### config.mk
export PLATFORM = sky130hd
export DESIGN_NAME = rcm_mute_ctrl
export DESIGN_NICKNAME = d
export VERILOG_FILES = /design/src/rcm_pkg.sv /design/src/rcm_mute_ctrl.sv
export SDC_FILE = /design/constraint.sdc
export NUM_CORES = 1
export LEC_CHECK = 0
export BUFFER_PORTS_ARGS = -buffer_cell sky130_fd_sc_hd__buf_2
export CAP_MARGIN = 20
export CORE_MARGIN = 4
export CORE_UTILIZATION = 35
export CTS_BUF_LIST = sky130_fd_sc_hd__clkbuf_2
export CTS_CLUSTER_SIZE = 12
export DETAILED_ROUTE_END_ITERATION = 8
export PLACE_DENSITY = 0.65
export SLEW_MARGIN = 15
export SYNTH_ARGS = -nofsm -noshare
export SYNTH_HDL_FRONTEND = slang
export SYNTH_SLANG_ARGS = --single-unit
### constraint.sdc
create_clock -name pclk -period 7.2 [get_ports pclk]
set_clock_uncertainty 0.1 [all_clocks]
set_input_delay 0.36 -clock pclk [delete_from_list [all_inputs] [get_ports pclk]]
set_output_delay 0.36 -clock pclk [all_outputs]
set_load 0.01 [all_outputs]
### src/rcm_pkg.sv
// Package for the rate converter mute control block.
// Assumes a single APB clock domain; register indices map to byte
// addresses as four times the index.
package rcm_pkg;

  // ----------------------------------------------------------------
  // Geometry
  // ----------------------------------------------------------------
  localparam int unsigned RCM_NCONV       = 8;
  localparam int unsigned RCM_GROUP       = 4;
  localparam int unsigned RCM_ADDR_W      = 20;
  localparam int unsigned RCM_RAMP_STEPS  = 64;

  // ----------------------------------------------------------------
  // Register indices (byte address is four times the index)
  // ----------------------------------------------------------------
  localparam logic [15:0] RCM_IDX_LOW_LOCK_MUTE  = 16'he101;
  localparam logic [15:0] RCM_IDX_LOW_RAMP_DIS   = 16'he103;
  localparam logic [15:0] RCM_IDX_HIGH_LOCK_MUTE = 16'he141;
  localparam logic [15:0] RCM_IDX_HIGH_RAMP_DIS  = 16'he143;
  localparam logic [15:0] RCM_IDX_IRQ_STATUS     = 16'he1f0;
  localparam logic [15:0] RCM_IDX_IRQ_MASK       = 16'he1f1;

  // ----------------------------------------------------------------
  // Field positions and reset values
  // ----------------------------------------------------------------
  localparam int unsigned RCM_MUTE_LSB  = 0;
  localparam int unsigned RCM_LOCK_LSB  = 8;
  localparam int unsigned RCM_RDIS_BIT  = 0;
  localparam int unsigned RCM_RISE_LSB  = 8;
  localparam logic [3:0]  RCM_MUTE_RST  = 4'h0;
  localparam logic        RCM_RDIS_RST  = 1'b0;
  localparam logic [15:0] RCM_IRQ_RST   = 16'h0000;
  localparam logic [31:0] RCM_DATA_RST  = 32'h0000_0000;

endpackage : rcm_pkg
### src/rcm_mute_ctrl.sv
// Mute, lock status and mute ramp control for eight stereo rate
// converters in two groups of four, with an APB register slave.
// Assumes sample_tick is a one-cycle strobe on pclk, one per sample
// period; lock_in comes from converter logic of another clock.
//
// Summary of operation
// - With the low group ramp disable bit at zero, converters 0-3 mute by ramping gain down.
// - With the low group ramp disable bit at one, converters 0-3 mute at once.
// - With the low group ramp disable bit at one, low mute bits are ignored and only lock loss mutes.
// - With the high group ramp disable bit at zero, converters 4-7 mute by ramping gain down.
// - With the high group ramp disable bit at one, converters 4-7 mute at once.
// - With the high group ramp disable bit at one, high mute bits are ignored and only lock loss mutes.
// - A converter out of lock shows zero in its read-only lock flag (bits 11:8) and is muted.
// - Mute bits 3:0 are active high: one mutes, zero unmutes the converter.
// - In the high group mute bit 0 drives converter 4 and bits 1-3 drive converters 5-7; all reset to zero.
// - A manual mute also ramps, unless the group ramp disable bit overrides it.
// - In the low group mute bit 0 and lock bit 8 belong to converter 0, later bits in order to converter 3.
//
// The implementer's own choice: the APB slave port.
`timescale 1ns/10ps
module rcm_mute_ctrl #(
  parameter int unsigned  RAMP_STEPS = rcm_pkg::RCM_RAMP_STEPS,
  localparam int unsigned CW         = $clog2(RAMP_STEPS + 1)
) (
  input  wire logic                                pclk,
  input  wire logic                                presetn,
  input  wire logic                                psel,
  input  wire logic                                penable,
  input  wire logic                                pwrite,
  input  wire logic [rcm_pkg::RCM_ADDR_W-1:0]      paddr,
  input  wire logic [31:0]                         pwdata,
  input  wire logic [3:0]                          pstrb,
  output logic      [31:0]                         prdata,
  output logic                                     pready,
  output logic                                     pslverr,
  input  wire logic [rcm_pkg::RCM_NCONV-1:0]       lock_in,
  input  wire logic                                sample_tick,
  output logic      [rcm_pkg::RCM_NCONV-1:0][CW-1:0] conv_gain,
  output logic      [rcm_pkg::RCM_NCONV-1:0]       conv_muted,
  output logic                                     irq
);
  import rcm_pkg::*;

  localparam logic [CW-1:0] GMAX = CW'(RAMP_STEPS);

  generate
    if (RAMP_STEPS < 1 || RAMP_STEPS > 4095) begin : g_bad_steps
      $error("RAMP_STEPS must lie between 1 and 4095");
    end
  endgenerate

  // ----------------------------------------------------------------
  // Lock synchroniser
  // ----------------------------------------------------------------
  logic [RCM_NCONV-1:0] lock_meta;
  logic [RCM_NCONV-1:0] lock_s;
  logic [RCM_NCONV-1:0] lock_prev;

  always_ff @(posedge pclk or negedge presetn) begin
    if (!presetn) begin
      lock_meta <= '0;
      lock_s    <= '0;
      lock_prev <= '0;
    end else begin
      lock_meta <= lock_in;
      lock_s    <= lock_meta;
      lock_prev <= lock_s;
    end
  end

  // ----------------------------------------------------------------
  // APB decode
  // ----------------------------------------------------------------
  logic        setup;
  logic        wr_en;
  logic        word_ok;
  logic [15:0] idx;
  logic        hit_llm;
  logic        hit_lrd;
  logic        hit_hlm;
  logic        hit_hrd;
  logic        hit_ist;
  logic        hit_imk;
  logic        mapped;

  assign pready  = 1'b1;
  assign setup   = psel & ~penable;
  assign wr_en   = psel & penable & pwrite;
  assign idx     = paddr[17:2];
  assign word_ok = (paddr[1:0] == 2'b00)
                 && (paddr[RCM_ADDR_W-1:18] == '0);
  assign hit_llm = word_ok && (idx == RCM_IDX_LOW_LOCK_MUTE);
  assign hit_lrd = word_ok && (idx == RCM_IDX_LOW_RAMP_DIS);
  assign hit_hlm = word_ok && (idx == RCM_IDX_HIGH_LOCK_MUTE);
  assign hit_hrd = word_ok && (idx == RCM_IDX_HIGH_RAMP_DIS);
  assign hit_ist = word_ok && (idx == RCM_IDX_IRQ_STATUS);
  assign hit_imk = word_ok && (idx == RCM_IDX_IRQ_MASK);
  assign mapped  = hit_llm | hit_lrd | hit_hlm | hit_hrd
                 | hit_ist | hit_imk;

  // ----------------------------------------------------------------
  // Registers
  // ----------------------------------------------------------------
  logic [3:0]  mute_low,   next_mute_low;
  logic [3:0]  mute_high,  next_mute_high;
  logic        rdis_low,   next_rdis_low;
  logic        rdis_high,  next_rdis_high;
  logic [15:0] irq_status, next_irq_status;
  logic [15:0] irq_mask,   next_irq_mask;
  logic [31:0] next_prdata;
  logic        next_pslverr;
  logic [31:0] rd_val;
  logic [15:0] w1c;

  always_comb begin
    rd_val = '0;
    if (hit_llm) begin
      rd_val[RCM_LOCK_LSB +: 4] = lock_s[3:0];
      rd_val[RCM_MUTE_LSB +: 4] = mute_low;
    end
    if (hit_hlm) begin
      rd_val[RCM_LOCK_LSB +: 4] = lock_s[7:4];
      rd_val[RCM_MUTE_LSB +: 4] = mute_high;
    end
    if (hit_lrd) rd_val[RCM_RDIS_BIT] = rdis_low;
    if (hit_hrd) rd_val[RCM_RDIS_BIT] = rdis_high;
    if (hit_ist) rd_val[15:0] = irq_status;
    if (hit_imk) rd_val[15:0] = irq_mask;
  end

  always_comb begin
    next_mute_low  = mute_low;
    next_mute_high = mute_high;
    next_rdis_low  = rdis_low;
    next_rdis_high = rdis_high;
    next_irq_mask  = irq_mask;
    w1c            = '0;
    // Only writable bits are stored; the rest of each word is dropped
    if (wr_en && pstrb[0]) begin
      if (hit_llm) next_mute_low  = pwdata[RCM_MUTE_LSB +: 4];
      if (hit_hlm) next_mute_high = pwdata[RCM_MUTE_LSB +: 4];
      if (hit_lrd) next_rdis_low  = pwdata[RCM_RDIS_BIT];
      if (hit_hrd) next_rdis_high = pwdata[RCM_RDIS_BIT];
      if (hit_imk) next_irq_mask[7:0] = pwdata[7:0];
      if (hit_ist) w1c[7:0] = pwdata[7:0];
    end
    if (wr_en && pstrb[1]) begin
      if (hit_imk) next_irq_mask[15:8] = pwdata[15:8];
      if (hit_ist) w1c[15:8] = pwdata[15:8];
    end
    // New lock events win over a clear in the same cycle
    next_irq_status = (irq_status & ~w1c)
                    | {lock_s & ~lock_prev, lock_prev & ~lock_s};
    // Read data is captured in the setup phase, so no wait state
    next_prdata  = setup ? rd_val : prdata;
    next_pslverr = setup ? ~mapped : pslverr;
  end

  always_ff @(posedge pclk or negedge presetn) begin
    if (!presetn) begin
      mute_low   <= RCM_MUTE_RST;
      mute_high  <= RCM_MUTE_RST;
      rdis_low   <= RCM_RDIS_RST;
      rdis_high  <= RCM_RDIS_RST;
      irq_status <= RCM_IRQ_RST;
      irq_mask   <= RCM_IRQ_RST;
      prdata     <= RCM_DATA_RST;
      pslverr    <= 1'b0;
    end else begin
      mute_low   <= next_mute_low;
      mute_high  <= next_mute_high;
      rdis_low   <= next_rdis_low;
      rdis_high  <= next_rdis_high;
      irq_status <= next_irq_status;
      irq_mask   <= next_irq_mask;
      prdata     <= next_prdata;
      pslverr    <= next_pslverr;
    end
  end

  assign irq = |(irq_status & irq_mask);

  // ----------------------------------------------------------------
  // Mute targets and gain ramps
  // ----------------------------------------------------------------
  logic [RCM_NCONV-1:0]         target;
  logic [RCM_NCONV-1:0]         abrupt;
  logic [RCM_NCONV-1:0]         mute_all;
  logic [RCM_NCONV-1:0][CW-1:0] next_gain;

  assign mute_all = {mute_high, mute_low};

  always_comb begin
    for (int i = 0; i < RCM_NCONV; i++) begin
      abrupt[i] = (i < RCM_GROUP) ? rdis_low : rdis_high;
      // Lock loss always mutes; manual bits only while ramping
      target[i] = ~lock_s[i] | (mute_all[i] & ~abrupt[i]);
      next_gain[i] = conv_gain[i];
      if (target[i] && abrupt[i]) begin
        next_gain[i] = '0;
      end else if (target[i]) begin
        if (sample_tick && conv_gain[i] != '0)
          next_gain[i] = conv_gain[i] - CW'(1);
      end else if (abrupt[i]) begin
        next_gain[i] = GMAX;
      end else if (sample_tick && conv_gain[i] != GMAX) begin
        next_gain[i] = conv_gain[i] + CW'(1);
      end
    end
  end

  always_ff @(posedge pclk or negedge presetn) begin
    if (!presetn) begin
      conv_gain  <= '0;
      conv_muted <= '1;
    end else begin
      conv_gain <= next_gain;
      for (int i = 0; i < RCM_NCONV; i++)
        conv_muted[i] <= (next_gain[i] == '0);
    end
  end
endmodule : rcm_mute_ctrl

### Yosys cells after proc, flatten, opt, wreduce, memory -nomap -nowiden

Index checks and enable logic that the tools add are counted.

| cells by class | value |
|---|---|
| reduce and logical (&&, ||, !) cells | 58 |
| div/mod/pow operators | 0 |
| bitwise logic cells | 44 |
| multiplexer cells | 52 |
| shift-type cells | 0 |
| magnitude comparators | 0 |
| add/sub/neg operators | 16 |
| equality and inequality tests | 14 |
| multiply operators | 0 |

Operator list:

| kind | number |
|---|---|
| two-way mux 7 bit | 40 |
| equality test 16 bit, second input constant | 6 |
| adder 7 x 1 -> 7 bit, second input constant | 8 |
| zero test 7 bit | 8 |
| inequality test 7 bit, second input constant | 8 |
| nonzero test 7 bit | 8 |
| subtractor 7 x 1 -> 7 bit, second input constant | 8 |
| logical AND 1 bit | 33 |
| bitwise AND 16 bit | 2 |
| two-way mux 16 bit | 2 |
| two-way mux 8 bit | 4 |
| bitwise AND 8 bit | 2 |
| two-way mux 4 bit | 4 |
| NOT 16 bit | 1 |
| NOT 8 bit | 2 |
| bitwise OR 16 bit | 1 |
| OR reduction 16 bit | 1 |
| bitwise OR 1 bit | 13 |
| NOT 1 bit | 12 |
| AND reduction 2 bit | 6 |
| bitwise AND 1 bit | 11 |
| zero test 2 bit | 2 |
| two-way mux 1 bit | 2 |

| word-level totals | value |
|---|---|
| output and inout port bits | 99 |
| memory bits (writable) | 0 |
| memories | 0 |
| bits in read-only memories | 0 |
| bits in registers | 147 |
| bits in latches | 0 |

### Logic depth before layout (Yosys ltp)

| logic depth | value |
|---|---|
| word-level depth | 9 |
| mapped depth | 9 |
| depth with buffers taken out | 8 |

### Worst setup path before layout

Ideal clock, no wire load.

| path | value |
|---|---|
| path kind | reg2reg |
| from | register conv_gain[51] (netlist bit) |
| to | register conv_muted[7] (netlist bit) |
| path slack | 4.873 ns |
| data required time | 7.021 ns |
| path buffers | 2 |
| stages on the path, launching flop included | 9 |
| arrival | 2.148 ns |
| cell sequence | dfrtp_1 > buf_6 > or4_4 > buf_6 > o21ai_2 > mux2_2 > o22ai_1 > o32ai_1 > and4bb_1 |

| on the way | value |
|---|---|
| longest elaborated chain between the ends | 7 |
| elaborated cells on any way between the ends | 12 |
| classes of those cells | add/sub: 2; eq/ne: 1; mux: 5; reduce/logical: 4 |

RTL lines:

| element | RTL line | RTL |
|---|---|---|
| start, declared | rcm_mute_ctrl.sv:38 | `output logic [rcm_pkg::RCM_NCONV-1:0][CW-1:0] conv_gain,` |
| start signal, assigned | rcm_mute_ctrl.sv:217 | `conv_gain <= next_gain;` |
| parallel branches: the longest is 4 deep, another holds adder 7 x 1 -> 7 bit | - |  |
| two-way mux 7 bit * | rcm_mute_ctrl.sv:201 | `end else if (target[i]) begin` |
| two-way mux 7 bit * | rcm_mute_ctrl.sv:199 | `if (target[i] && abrupt[i]) begin` |
| zero test 7 bit * | rcm_mute_ctrl.sv:219 | `conv_muted[i] <= (next_gain[i] == '0);` |
| end signal, assigned by index | rcm_mute_ctrl.sv:219 |  |
| end, declared | rcm_mute_ctrl.sv:39 | `output logic [rcm_pkg::RCM_NCONV-1:0] conv_muted,` |

Every way passes the cells marked *.
A chain may end at the register's enable or synchronous reset.

### Final worst setup path

| path | value |
|---|---|
| from | register rdis_low |
| to | register conv_muted[0] (netlist bit) |

| on the way | value |
|---|---|
| longest elaborated chain between the ends | 6 |
| elaborated cells on any way between the ends | 8 |
| classes of those cells | mux: 3; bitwise: 3; reduce/logical: 2 |

RTL lines:

| element | RTL line | RTL |
|---|---|---|
| start, declared | rcm_mute_ctrl.sv:106 | `logic rdis_low, next_rdis_low;` |
| start signal, assigned | rcm_mute_ctrl.sv:172 | `rdis_low <= next_rdis_low;` |
| NOT 1 bit | rcm_mute_ctrl.sv:197 | `target[i] = ~lock_s[i] \| (mute_all[i] & ~abrupt[i]);` |
| bitwise AND 1 bit | rcm_mute_ctrl.sv:197 |  |
| bitwise OR 1 bit | rcm_mute_ctrl.sv:197 |  |
| two-way mux 7 bit / logical AND 1 bit (equally long branches) | rcm_mute_ctrl.sv:201, rcm_mute_ctrl.sv:199 |  |
| two-way mux 7 bit * | rcm_mute_ctrl.sv:199 |  |
| zero test 7 bit * | rcm_mute_ctrl.sv:219 |  |

Mark *: on every way between the ends. The rest lies on a longest branch, timed or not.

==> out/results.ini <==
[run_status]
outcome = finished, final reports clean

[cts]
cts_tree = built
h-tree-depth = 4
cts.path.max_buffers = 2
clk_latency_ns = 0.71
path_clk_slew_ns = 0.25
clock-sinks = 147
post_cts_resized = 0
numCtsBuffers = 17
root_buffer = clkbuf_2

[global_route]
grtUsageMet3_pct = 3.90
grt_max_degree = 85
antenna_found_initial = 0
grt_pass1_vias = 7423
grt_use_met2_pct = 29.5
met1_usage_pct = 22.2
grt_first_pass_wirelength_mm = 38.3
overflow = 0
busiest_layer = met2
grt_use_total_pct = 17.3

[sta]
fmax_mhz = 322
max_slew_margin_pct = 37.4
timing_max_transition_violations_final = 0
period_share_pct = 43.1
fin_setup_tns_ns = 0
setup_ws_ns = 4.09
tightest_slew_ns = 0.938
hold_viol = 0
setup_viol = 0
min_period_ns = 3.11
rsz0062_at_grt = no
hold_ws_ns = 0.0676

[critical_path]
start_kind = flop
reg2reg_from = rdis_low
critPathCaptureType = flop
critPathArrivalTime_ns = 3.62
worst-setup-path-type = flop to flop
r2r_end = conv_muted[0]
r2r_slack_ns = 4.09
critical_path.max_fanout = 27
required_ns = 7.72
ff2ff_path_depth = 7

[yosys]
seq_area_frac_synth_pct = 42.4
synth_cells = 908
synth_warnings = 0
synth-seq-cells = 147
synth.distinct_cells = 88
syn_area_mm2 = 0.00869
async_flop_share_pct = 100
syn_area_per_cell_um2 = 9.57
ys.flop_type = dfrtp_1
synth_edf_count = 0

[route]
routed_wl_mm = 23.6
first_pass_iters = 7
num_vias = 7609
vias_per_cell = 5.50
drtIter0Drc = 753
drc_errors = 0
ant_nets = 0
wl_per_cell_um = 17.1

[flow_run]
maxCapViolCount = 0

[power]
p_per_area_mw_per_mm2 = 300
power.internal_mw = 1.64
p_leak_nw = 4.44
comb_power_share_pct = 41.4
pwr-share-seq_pct = 43.8
netSwitchingFraction_pct = 45.3
clockPowerShare_pct = 14.8
vdd_drop_max_mv = 0.152
p_switching_mw = 1.36

[min_path]
hold-path-endpoint = prdata[7]
min_path_type = input port to flop
hold_depth = 3
hp-start = paddr[2]

[placement]
gp_congestion = 0.895
dp_hpwl_mm = 16.9
port_buffers = 133
pre_cts_slack_ns = 3.96

[floorplanning]
core.rowCount = 57
ioPinCount = 169
die_area_mm2 = 0.0274
die_h_um = 166
start_util_pct = 35.6
die_w_um = 166
coreArea_mm2 = 0.0244

[cells_and_area]
layout-drive-gt1-share_pct = 19.8
finalNetCount = 1139
areaGrowthSynthToFinish_pct = 15.2
fillers = 2484

[cell usage in the layout, fill, tap and decap left out, types with 6 or more instances in the layout]
master	count
nor3_1	32
a211o_1	7
nor4_1	15
dfrtp_1	139
o31ai_1	12
a222oi_1	8
a22o_1	12
and3_1	9
dfstp_2	8
mux2i_1	20
conb_1	17
mux2_2	10
ha_1	24
nand4_1	20
xnor2_1	18
a221oi_1	8
nor2b_1	15
or3_1	16
nand3_1	29
clkbuf_2	17
o2bb2ai_1	8
nor2_1	67
a21oi_1	33
inv_1	38
o21ai_1	17
xor2_1	11
o21ai_0	27
buf_2	132
dlygate4sd3_1	26
nand2b_1	12
mux2_1	28
and2_1	7
nand2_1	74
a31oi_1	16
o211ai_1	6
[Yosys cell counts, types with 5 or more instances]
master / number / share of area, %
inv_1: 38 / 1.6
and2_1: 7 / 0.50
o211ai_1: 6 / 0.52
nor2_1: 67 / 2.9
clkbuf_1: 27 / 1.2
or3_1: 16 / 1.2
o31ai_1: 12 / 1.0
a21oi_1: 33 / 1.9
and3_1: 9 / 0.65
buf_4: 17 / 1.5
nor3_1: 32 / 1.8
buf_2: 7 / 0.40
xor2_1: 11 / 1.1
a222oi_1: 8 / 0.92
o21ai_1: 17 / 0.98
nand2b_1: 13 / 0.94
a211o_1: 7 / 0.71
nor4_1: 15 / 1.1
nand4_1: 20 / 1.4
nand2_1: 74 / 3.2
nor2b_1: 15 / 1.1
mux2_1: 28 / 3.6
mux2i_1: 20 / 2.3
o22ai_1: 5 / 0.36
o2bb2ai_1: 8 / 0.81
buf_1: 7 / 0.30
a22o_1: 12 / 1.2
a31oi_1: 16 / 1.2
dfstp_2: 8 / 2.4
ha_1: 24 / 3.5
nand3_1: 29 / 1.7
dfrtp_1: 139 / 40
xnor2_1: 18 / 1.8
o21ai_0: 27 / 1.6
mux2_2: 10 / 1.3
a221oi_1: 8 / 0.81
[layout make-up]
| cell class | count | area, um^2 | area share, % |
|---|---|---|---|
| antenna | 1 | 2.50 | 0.0250 |
| clock inverter | 15 | 121 | 1.21 |
| multi-input combinational | 675 | 4590 | 45.9 |
| inverter | 41 | 154 | 1.54 |
| clock buffer | 17 | 85.1 | 0.850 |
| tap | 324 | 405 | 4.05 |
| timing repair buffer | 163 | 962 | 9.61 |
| sequential | 147 | 3690 | 36.8 |
[cell families (layout without fill, tap and decap cells)]
group | after synthesis | in the layout | share of synthesized area, %
other | 2 | 18 | 0.0864
flip-flops | 147 | 147 | 42.4
AO/OA/AOI/OAI | 220 | 220 | 18.3
XOR/XNOR | 29 | 29 | 2.92
buffers and inverters | 101 | 236 | 5.37
multiplexers | 58 | 58 | 7.23
AND/OR/NAND/NOR | 327 | 327 | 20.2
adder cells (fa/ha/maj) | 24 | 24 | 3.46
[power groups by stage]
stage	combinational [mW]	clock (mW)	sequential [mW]
CTS	1.25	0.463	1.31
floorplan	0.878	0	1.27
finish	1.25	0.444	1.32
global route	1.41	0.497	1.36
detailed placement	1.23	0	1.33
global placement	1.20	0	1.32
[sequential cells by signal, indices dropped and copies added, names as in the netlist, 8 cells and up]
name,flops
prdata,16
irq_status,16
lock_meta,8
lock_s,8
lock_prev,8
conv_muted,8
conv_gain,56
irq_mask,16
[critical path, stage by stage, from the launching register on]
cell and delay, ns:
dfrtp_1 0.81, buf_4 0.42, nand2b_1 0.25, nand2_1 0.11, or3_1 0.38, o21a_1 0.21, a221o_1 0.37, a2111oi_2 0.36
[metal layers]
| metal | vias up | routed length (um) | part of all wire, % |
|---|---|---|---|
| met5 | - | 0 | 0 |
| met4 | 0 | 511 | 2.2 |
| met3 | 31 | 1310 | 5.5 |
| met2 | 246 | 11600 | 49 |
| met1 | 3709 | 10200 | 43 |
| li1 | 3623 | - | - |
[through the flow]
step                      instances  total power, mW  util (%)  area [um^2]
after floorplan                 923             2.15         -         8750
after global placement         1324             2.53      39.1         9540
after detailed placement       1324             2.56      39.1         9540
after CTS                      1382             3.03      41.0        10000
after global routing           1382             3.26      41.0        10000
final                          1383             3.01      41.1        10000
[timing repair]
action	CTS	global route
endpoints found under the setup margin	0	0
endpoints found under the hold margin	133	0
setup buffers	0	0
hold buffers	26	0
[how the worst max path moves through the flow]
stage	startpoint	end	slack (ns)	cells after the start
final	rdis_low	conv_muted[0]	4.09	7
after global routing	rdis_low	conv_muted[0]	3.96	7
after CTS	rdis_low	conv_muted[0]	4.11	7
after detailed placement	sample_tick	conv_muted[0]	3.96	7
after global placement	sample_tick	conv_muted[0]	3.93	7
after floorplan	conv_gain[51]	conv_muted[7]	4.87	8
No activity file was read; power rests on OpenSTA's default activity.
